File: src/inc/ratrk_pkg.sv
package ratrk_pkg;

	// data widths
	localparam int RATRK_DW = 16;
	localparam int RATRK_AW = 6;
	localparam int RATRK_PHW = 7;

	// register byte offsets
	localparam logic [5:0] RATRK_CTRL = 6'h00;
	localparam logic [5:0] RATRK_CMD = 6'h04;
	localparam logic [5:0] RATRK_PERIOD = 6'h08;
	localparam logic [5:0] RATRK_DUTY = 6'h0c;
	localparam logic [5:0] RATRK_DELAY = 6'h10;
	localparam logic [5:0] RATRK_GAIN1 = 6'h14;
	localparam logic [5:0] RATRK_GAIN2 = 6'h18;
	localparam logic [5:0] RATRK_RATE = 6'h1c;
	localparam logic [5:0] RATRK_STATUS = 6'h20;
	localparam logic [5:0] RATRK_MASK = 6'h24;
	localparam logic [5:0] RATRK_ANGLE = 6'h28;
	localparam logic [5:0] RATRK_SPEED = 6'h2c;
	localparam logic [5:0] RATRK_ERROR = 6'h30;

	// field positions
	localparam int RATRK_CTRL_MASTER = 0;
	localparam int RATRK_CTRL_PERIODIC = 1;
	localparam int RATRK_CTRL_LINK = 2;
	localparam int RATRK_CMD_COMPUTE = 0;
	localparam int RATRK_CMD_RESET = 1;
	localparam int RATRK_GAIN_SHIFT_LSB = 16;
	localparam int RATRK_RATE_LINK_LSB = 8;
	localparam int RATRK_ST_DONE = 0;
	localparam int RATRK_ST_IRQ = 1;

	// reset values
	localparam logic [15:0] RATRK_PERIOD_RST = 16'h03e8;
	localparam logic [15:0] RATRK_DUTY_RST = 16'h01f4;
	localparam logic [15:0] RATRK_DELAY_RST = 16'h0000;
	localparam logic [15:0] RATRK_GAIN_M_RST = 16'h4000;
	localparam logic [3:0] RATRK_GAIN_S_RST = 4'h0;
	localparam logic [7:0] RATRK_RATE_RST = 8'h01;
	localparam logic [1:0] RATRK_MASK_RST = 2'h0;

	// fraction scaling: one sign bit, fifteen fraction bits
	localparam int RATRK_FRAC = 15;

	typedef enum logic [1:0] {st_idle, st_update, st_lookup, st_error} ratrk_fsm_t;

endpackage : ratrk_pkg

File: src/design/ratrk_tracker.sv
// Implementation choices: the plain strobed port and the register offsets.
`timescale 1ns/1ns
module ratrk_tracker import ratrk_pkg::*; (
	// clock and reset
	input wire logic sys_clk_i,
	input wire logic rst_b_i,
	// register port
	input wire logic [RATRK_AW-1:0] addr_i,
	input wire logic [31:0] wdata_i,
	input wire logic wr_i,
	input wire logic rd_i,
	output logic [31:0] rdata_o,
	// resolver samples from the converter logic, same clock
	input wire logic signed [RATRK_DW-1:0] sin_sample_i,
	input wire logic signed [RATRK_DW-1:0] cos_sample_i,
	// peer channel
	input wire logic link_req_i,
	output logic link_req_o,
	// results and requests
	output logic signed [RATRK_DW-1:0] angle_o,
	output logic signed [RATRK_DW-1:0] speed_o,
	output logic result_valid_o,
	output logic dma_req_o,
	output logic irq_o,
	// converter sync
	output logic pwm_o
);

	typedef struct packed {
		ratrk_fsm_t st;
		logic master;
		logic periodic;
		logic link_en;
		logic [15:0] period;
		logic [15:0] duty;
		logic [15:0] delay;
		logic [15:0] speed_gain_mantissa;
		logic [3:0] speed_gain_shift;
		logic [15:0] angle_gain_mantissa;
		logic [3:0] angle_gain_shift;
		logic [7:0] rate_irq;
		logic [7:0] rate_link;
		logic [1:0] status;
		logic [1:0] mask;
		logic signed [15:0] speed;
		logic signed [15:0] position_accumulator;
		logic signed [15:0] theta;
		logic signed [15:0] err;
		logic signed [15:0] angle_out;
		logic signed [15:0] speed_out;
		logic [15:0] pcnt;
		logic [7:0] icnt;
		logic [7:0] lcnt;
		logic pend;
		logic valid;
		logic dma;
		logic link;
		logic pwm;
		logic [31:0] rdata;
	} ratrk_state_t;

	ratrk_state_t s, n;
	logic signed [15:0] rom_sin;
	logic signed [15:0] rom_cos;

	// saturate a wide signed value into one fraction
	function automatic logic signed [15:0] sat16(input logic signed [47:0] v);
		if (v > 48'sh7fff) begin
			return 16'sh7fff;
		end else if (v < -48'sh8000) begin
			return 16'sh8000;
		end
		return v[15:0];
	endfunction : sat16

	// full product of two fractions
	function automatic logic signed [47:0] qmul(input logic signed [15:0] a, input logic signed [15:0] b);
		return 48'(a * b);
	endfunction : qmul

	// iteration counter; a rate of zero behaves as one
	function automatic logic rate_hit(input logic [7:0] cnt, input logic [7:0] rate);
		return (cnt + 8'h01) >= ((rate == 8'h00) ? 8'h01 : rate);
	endfunction : rate_hit

	// phase of the estimate feeds the table; two's complement wrap covers the turn
	ratrk_trig_rom u_rom (
		.sys_clk_i(sys_clk_i),
		.rst_b_i(rst_b_i),
		.phase_i(s.theta[15:15-RATRK_PHW+1]),
		.sin_o(rom_sin),
		.cos_o(rom_cos)
	);

	always_comb begin
		logic per_trig;
		logic cmd_go;
		logic cmd_rst;
		logic trig;
		logic signed [47:0] w;
		logic signed [15:0] spd_new;
		logic signed [15:0] acc_new;
		per_trig = 1'b0;
		cmd_go = 1'b0;
		cmd_rst = 1'b0;
		trig = 1'b0;
		w = '0;
		spd_new = '0;
		acc_new = '0;
		n = s;
		n.valid = 1'b0;
		n.dma = 1'b0;
		n.link = 1'b0;

		// register writes steer modes, gains and timing
		if (wr_i) begin
			case (addr_i)
				RATRK_CTRL: begin
					n.master = wdata_i[RATRK_CTRL_MASTER];
					n.periodic = wdata_i[RATRK_CTRL_PERIODIC];
					n.link_en = wdata_i[RATRK_CTRL_LINK];
				end
				RATRK_CMD: begin
					cmd_go = wdata_i[RATRK_CMD_COMPUTE];
					cmd_rst = wdata_i[RATRK_CMD_RESET];
				end
				RATRK_PERIOD: n.period = wdata_i[15:0];
				RATRK_DUTY: n.duty = wdata_i[15:0];
				RATRK_DELAY: n.delay = wdata_i[15:0];
				RATRK_GAIN1: begin
					n.speed_gain_mantissa = wdata_i[15:0];
					n.speed_gain_shift = wdata_i[RATRK_GAIN_SHIFT_LSB +: 4];
				end
				RATRK_GAIN2: begin
					n.angle_gain_mantissa = wdata_i[15:0];
					n.angle_gain_shift = wdata_i[RATRK_GAIN_SHIFT_LSB +: 4];
				end
				RATRK_RATE: begin
					n.rate_irq = wdata_i[7:0];
					n.rate_link = wdata_i[RATRK_RATE_LINK_LSB +: 8];
				end
				RATRK_MASK: n.mask = wdata_i[1:0];
				default: n.rate_irq = s.rate_irq;
			endcase
		end

		// read data one cycle later; unmapped reads return zero
		n.rdata = 32'h0000_0000;
		if (rd_i) begin
			case (addr_i)
				RATRK_CTRL: n.rdata = {29'h0, s.link_en, s.periodic, s.master};
				RATRK_PERIOD: n.rdata = {16'h0000, s.period};
				RATRK_DUTY: n.rdata = {16'h0000, s.duty};
				RATRK_DELAY: n.rdata = {16'h0000, s.delay};
				RATRK_GAIN1: n.rdata = {12'h000, s.speed_gain_shift, s.speed_gain_mantissa};
				RATRK_GAIN2: n.rdata = {12'h000, s.angle_gain_shift, s.angle_gain_mantissa};
				RATRK_RATE: n.rdata = {16'h0000, s.rate_link, s.rate_irq};
				RATRK_STATUS: n.rdata = {30'h0, s.status};
				RATRK_MASK: n.rdata = {30'h0, s.mask};
				RATRK_ANGLE: n.rdata = {{16{s.angle_out[15]}}, s.angle_out};
				RATRK_SPEED: n.rdata = {{16{s.speed_out[15]}}, s.speed_out};
				RATRK_ERROR: n.rdata = {{16{s.err[15]}}, s.err};
				default: n.rdata = 32'h0000_0000;
			endcase
			// a status read clears; events below still set in the same cycle
			if (addr_i == RATRK_STATUS) begin
				n.status = 2'h0;
			end
		end

		// period counter runs only in master mode; follower mode leaves the pin low
		if (s.master) begin
			n.pcnt = (s.pcnt + 16'h0001 >= s.period) ? 16'h0000 : s.pcnt + 16'h0001;
		end else begin
			n.pcnt = 16'h0000;
		end
		n.pwm = n.master && (n.pcnt < n.duty);
		per_trig = s.master && s.periodic && (s.pcnt == s.delay);

		// a host command or incoming link request during an iteration sets one pending flag, served next unless an observer reset clears it
		trig = cmd_go || link_req_i || per_trig;

		case (s.st)
			st_idle: begin
				if (trig || s.pend) begin
					n.st = st_update;
					n.pend = 1'b0;
				end
			end
			st_update: begin
				n.pend = s.pend || trig;
				// speed integrates the previous error through the scaled first gain
				w = 48'(s.speed) + (qmul(s.err, signed'(s.speed_gain_mantissa)) >>> (RATRK_FRAC + s.speed_gain_shift));
				spd_new = sat16(w);
				// plain accumulation of the old speed, wrapping keeps angle modulo one turn
				acc_new = s.position_accumulator + s.speed;
				w = (qmul(signed'(s.angle_gain_mantissa), spd_new) >>> RATRK_FRAC) <<< s.angle_gain_shift;
				n.theta = sat16(w) + acc_new;
				n.speed = spd_new;
				n.position_accumulator = acc_new;
				n.st = st_lookup;
			end
			st_lookup: begin
				n.pend = s.pend || trig;
				n.st = st_error;
			end
			st_error: begin
				n.pend = s.pend || trig;
				// error is the sine of the angle difference, fed back through the scaled first gain
				w = (qmul(sin_sample_i, rom_cos) - qmul(cos_sample_i, rom_sin)) >>> RATRK_FRAC;
				n.err = sat16(w);
				n.angle_out = s.theta;
				n.speed_out = s.speed;
				n.valid = 1'b1;
				n.dma = 1'b1;
				n.status[RATRK_ST_DONE] = 1'b1;
				// request rates count iterations separately
				if (rate_hit(s.icnt, s.rate_irq)) begin
					n.icnt = 8'h00;
					n.status[RATRK_ST_IRQ] = 1'b1;
				end else begin
					n.icnt = s.icnt + 8'h01;
				end
				if (rate_hit(s.lcnt, s.rate_link)) begin
					n.lcnt = 8'h00;
					n.link = s.link_en;
				end else begin
					n.lcnt = s.lcnt + 8'h01;
				end
				n.st = st_idle;
			end
			default: n.st = st_idle;
		endcase

		// observer reset drops any iteration in progress
		if (cmd_rst) begin
			n.speed = 16'sh0000;
			n.position_accumulator = 16'sh0000;
			n.theta = 16'sh0000;
			n.err = 16'sh0000;
			n.pend = 1'b0;
			n.icnt = 8'h00;
			n.lcnt = 8'h00;
			n.st = st_idle;
			// an aborted iteration publishes nothing: no strobes,
			// last results stay on the outputs
			n.valid = 1'b0;
			n.dma = 1'b0;
			n.link = 1'b0;
			n.angle_out = s.angle_out;
			n.speed_out = s.speed_out;
			// a write never shares the cycle with a status read, so no clear is lost here
			n.status = s.status;
		end
	end

	// single register of all state
	always_ff @(posedge sys_clk_i or negedge rst_b_i) begin
		if (!rst_b_i) begin
			s <= '0;
			s.st <= st_idle;
			s.period <= RATRK_PERIOD_RST;
			s.duty <= RATRK_DUTY_RST;
			s.delay <= RATRK_DELAY_RST;
			s.speed_gain_mantissa <= RATRK_GAIN_M_RST;
			s.speed_gain_shift <= RATRK_GAIN_S_RST;
			s.angle_gain_mantissa <= RATRK_GAIN_M_RST;
			s.angle_gain_shift <= RATRK_GAIN_S_RST;
			s.rate_irq <= RATRK_RATE_RST;
			s.rate_link <= RATRK_RATE_RST;
			s.mask <= RATRK_MASK_RST;
		end else begin
			s <= n;
		end
	end

	// outputs; without host commands the estimate loop runs only in master periodic mode or on peer link requests
	assign rdata_o = s.rdata;
	assign angle_o = s.angle_out;
	assign speed_o = s.speed_out;
	assign result_valid_o = s.valid;
	assign dma_req_o = s.dma;
	assign link_req_o = s.link;
	assign irq_o = |(s.status & s.mask);
	assign pwm_o = s.pwm;

endmodule : ratrk_tracker

File: src/design/ratrk_trig_rom.sv
`timescale 1ns/1ns
// sine and cosine of a 7-bit phase, registered output
module ratrk_trig_rom import ratrk_pkg::*; (
	// clock and reset
	input wire logic sys_clk_i,
	input wire logic rst_b_i,
	// lookup
	input wire logic [RATRK_PHW-1:0] phase_i,
	output logic signed [15:0] sin_o,
	output logic signed [15:0] cos_o
);

	typedef struct packed {
		logic signed [15:0] s;
		logic signed [15:0] c;
	} ratrk_rom_t;

	ratrk_rom_t r, next_r;

	// quarter wave only, the other quadrants come by symmetry
	function automatic logic signed [15:0] quarter(input logic [5:0] i);
		logic [15:0] v;
		v = 16'h0000;
		case (i)
			6'h00: v = 16'h0000; 6'h01: v = 16'h0648; 6'h02: v = 16'h0c8c; 6'h03: v = 16'h12c8;
			6'h04: v = 16'h18f9; 6'h05: v = 16'h1f1a; 6'h06: v = 16'h2528; 6'h07: v = 16'h2b1f;
			6'h08: v = 16'h30fb; 6'h09: v = 16'h36ba; 6'h0a: v = 16'h3c57; 6'h0b: v = 16'h41ce;
			6'h0c: v = 16'h471c; 6'h0d: v = 16'h4c3f; 6'h0e: v = 16'h5133; 6'h0f: v = 16'h55f5;
			6'h10: v = 16'h5a82; 6'h11: v = 16'h5ed7; 6'h12: v = 16'h62f1; 6'h13: v = 16'h66cf;
			6'h14: v = 16'h6a6d; 6'h15: v = 16'h6dc9; 6'h16: v = 16'h70e2; 6'h17: v = 16'h73b5;
			6'h18: v = 16'h7641; 6'h19: v = 16'h7884; 6'h1a: v = 16'h7a7c; 6'h1b: v = 16'h7c29;
			6'h1c: v = 16'h7d89; 6'h1d: v = 16'h7e9c; 6'h1e: v = 16'h7f61; 6'h1f: v = 16'h7fd8;
			default: v = 16'h7fff;
		endcase
		return signed'(v);
	endfunction : quarter

	// full wave from quadrant bits
	function automatic logic signed [15:0] sine(input logic [6:0] p);
		logic [5:0] i;
		logic signed [15:0] m;
		i = p[5] ? (6'h20 - {1'b0, p[4:0]}) : {1'b0, p[4:0]};
		m = quarter(i);
		return p[6] ? -m : m;
	endfunction : sine

	always_comb begin
		next_r.s = sine(phase_i);
		next_r.c = sine(phase_i + 7'h20);
	end

	always_ff @(posedge sys_clk_i or negedge rst_b_i) begin
		if (!rst_b_i) begin
			r <= '0;
		end else begin
			r <= next_r;
		end
	end

	assign sin_o = r.s;
	assign cos_o = r.c;

endmodule : ratrk_trig_rom

File: config.mk
export PLATFORM = sky130hd
export DESIGN_NAME = ratrk_tracker
export DESIGN_NICKNAME = d
export VERILOG_FILES = /design/src/inc/ratrk_pkg.sv /design/src/design/ratrk_tracker.sv /design/src/design/ratrk_trig_rom.sv
export SDC_FILE = /design/constraint.sdc
export NUM_CORES = 2
export LEC_CHECK = 0
export ABC_AREA = 0
export BUFFER_PORTS_ARGS = -buffer_cell sky130_fd_sc_hd__buf_2
export CORE_ASPECT_RATIO = 1.75
export CORE_MARGIN = 2
export CORE_UTILIZATION = 56
export DETAILED_ROUTE_END_ITERATION = 10
export PLACE_DENSITY = 0.73
export SLEW_MARGIN = 25
export SYNTH_ARGS = -nofsm -noshare
export SYNTH_HDL_FRONTEND = slang
export SYNTH_HIERARCHICAL = 1
export SYNTH_SLANG_ARGS = --single-unit
File: constraint.sdc
create_clock -name sys_clk_i -period 41.1 [get_ports sys_clk_i]
set_input_delay 8.22 -clock sys_clk_i [delete_from_list [all_inputs] [get_ports sys_clk_i]]
set_output_delay 8.22 -clock sys_clk_i [all_outputs]
set_load 0.02 [all_outputs]
==> flow_summary.json <==
{
  "vias_per_cell": 5.97,
  "netlist_area_um2": 63300,
  "synthCells": 6936,
  "synthXorXnorAreaFrac": 0.0298,
  "cts_resized": 0,
  "tns_ns": 0,
  "synthAdderAreaFrac": 0.444,
  "clkLatencyLatePin_ns": 0.61,
  "syn_avg_cell_area_um2": 9.13,
  "initial_utilization": 0.563,
  "hp-class": "reg -> reg",
  "status": "finished clean",
  "yosys_most_used_dff": "dfrtp_1",
  "routedWlPerCell_um": 22.4,
  "io-pin-count": 144,
  "yosys-top-cells-area": "fa_1 (35%), dfrtp_1 (11%), ha_1 (9.1%)",
  "grt.total_usage": 0.330,
  "cts_tree": "done",
  "grt_pass1_vias": 54300,
  "r2r_start": "s[105]",
  "num_rows": 163,
  "drcViolationCount": 0,
  "ant_nets": 0,
  "gp_congestion": 0.947,
  "cp-start-kind": "flop",
  "grt_overflow": 0,
  "via_count": 49700,
  "synth_top_family_by_area": "adder cells",
  "synth_mux_area_frac": 0.0464,
  "hpwl_um": 154000,
  "routed_wl_um": 187000,
  "core_um2": 112000,
  "cts_max_level": 2,
  "dieArea_um2": 116000,
  "path_class": "reg -> reg",
  "cts_buffer_depth": 3,
  "rsz0062_at_grt": "no",
  "path_max_fanout": 18,
  "drt_iter0_drc": 2874,
  "syn_to_final_growth_pct": 4.26,
  "period_share": 0.620,
  "hp-start": "s[204]",
  "synth_edf_count": 0,
  "slew_headroom": 0.266,
  "seq_area_frac_synth": 0.118,
  "finalClockSkew_ns": 0.0553,
  "critPathTopFamily": "compound AO/OA/AOI/OAI gates",
  "slowest_stage": "dfrtp_1",
  "final-setup-viol-count": 0,
  "synth_top_area_share": 0.353,
  "cts-root-buf": "clkbuf_16",
  "yosys_warnings": 6,
  "max_clock_freq_mhz": 39.3,
  "ys_ff_latch": 298,
  "clk_pin_slew_ns": 0.07,
  "nFillCells": 9815,
  "crit_arrival_ns": 25.88,
  "antenna_found_initial": 8,
  "slowest_delay_ns": 1.05,
  "cpMostUsedCell": "fa_1",
  "drv_cap": 0,
  "cts_made_buffers": 34,
  "grt_max_degree": 85,
  "drtPass1Iterations": 6,
  "worstMarginPinSlew_ns": 1.10,
  "yosys.cell_types.count": 117,
  "hold_viol_final": 0,
  "port_buffers": 131,
  "clock-sinks": 298,
  "fin_crit_ns": 25.47,
  "postCtsHoldBufs": 0,
  "synth_compound_area_frac": 0.108,
  "grt_pass1_wl_um": 296000,
  "drv_slew": 0,
  "syn_nets": 8586,
  "worstSetupEndpointType": "flop",
  "layout-drive-gt1-share": 0.0806,
  "synth_async_sr_flop_share": 1.00,
  "nets": 8460,
  "die_h_um": 449,
  "setup.worst_path.start": "s[105]",
  "dieWidth_um": 258,
  "post_cts.repair.setup_buffers": 0,
  "synthSimpleGateAreaFrac": 0.150,
  "path_buf_inv": 14,
  "cp.required_ns": 41.51,
  "synth_area_leader_cell": "fa_1"
}
-- Yosys cell counts, drive strengths merged (11+ instances only) --
master,n
ha,459
o31ai,22
a221oi,21
o211ai,36
nand3,63
o21ai,183
o21a,28
a21o,64
nand2,776
nor2,299
nand2b,59
dfstp,16
xnor2,154
a22o,17
or2,28
o211a,14
clkbuf,270
fa,1116
mux2i,118
a211oi,46
and3,36
a311oi,15
a22oi,28
o22ai,17
a21oi,228
nand3b,11
nor3,72
inv,1278
and2,413
or3,20
nor2b,75
a211o,18
buf,109
xor2,60
a32o,16
nand4,41
a222oi,17
dfrtp,282
o21bai,34
nor4,24
mux2,148
a31oi,47
-- flip-flops by register name, summed over array words and instances, names as in the netlist --
signal	cells
speed_o	16
pwm_o	1
u_rom/cos_o	16
link_req_o	1
rdata_o	21
dma_req_o	1
u_rom/sin_o	16
angle_o	16
s	210
-- cell type report --
class | count | area, µm² | share of cell area
flip-flops and latches | 298 | 7480 | 0.113
repair buffers | 217 | 1320 | 0.0199
multi-input cells | 4977 | 49400 | 0.748
diodes | 3 | 7.51 | 0.000114
clock inverters | 21 | 258 | 0.00390
inverters | 1282 | 4810 | 0.0729
well taps | 1485 | 1860 | 0.0281
clock buffers | 41 | 927 | 0.0140
-- per-layer routing --
metal / global-route usage / part of all wire / vias to the layer above
met2: 0.616 / 0.53 / 1897
met3: 0.0374 / 0.050 / 794
met1: 0.334 / 0.33 / 25300
met5: 0 / 0.00022 / -
met4: 0.244 / 0.089 / 6
li1: - / - / 21800
-- stage by stage --
| step | utilization | worst slack [ns] | cells | hold slack [ns] | area [µm²] |
|---|---|---|---|---|---|
| after floorplan | - | 20.13 | 6936 | 0.465 | 63300 |
| after global placement | 0.577 | 16.37 | 8257 | 0.488 | 64800 |
| after detailed placement | 0.577 | 16.12 | 8259 | 0.497 | 64800 |
| after CTS | 0.587 | 16.00 | 8321 | 0.506 | 66000 |
| after global routing | 0.587 | 14.53 | 8321 | 0.526 | 66000 |
| final | 0.588 | 15.63 | 8324 | 0.511 | 66000 |
-- kinds of logic after synthesis --
kind of cell	count (synthesis)
compound gates	970
xor+xnor	214
fa+ha+maj	1575
buf+inv	1661
flops	298
mux	270
simple gates	1948
-- placed cells by master (no fill, tap or decap), types with 68 or more instances in the layout --
cell type	synthesis	routed
a21oi_1	223	218
nor2_1	298	296
fa_1	1116	1116
and2_1	412	412
o21ai_0	163	162
dfrtp_1	282	282
mux2i_1	118	118
buf_4	65	83
nand2_1	776	775
nor3_1	71	68
mux2_2	148	148
inv_1	1276	1276
buf_2	22	131
xnor2_1	153	153
ha_1	459	458
nor2b_1	75	74
-- path summary, 6_finish.rpt --
check | endpoint | slack (ns) | depth (start not counted)
worst max-delay path | s[132] | 15.63 | 90
worst min-delay path | s[204] | 0.51 | 1
worst max register to register | s[132] | 15.63 | 90
worst min register to register | s[204] | 0.51 | 1
max in group asynchronous | s[160] | 31.15 | 3
min in group asynchronous | u_rom/sin_o[14] | 7.62 | 1
Power is not shown: default switching activity piles up to over one toggle a cycle in this logic, so the estimate is an artifact.
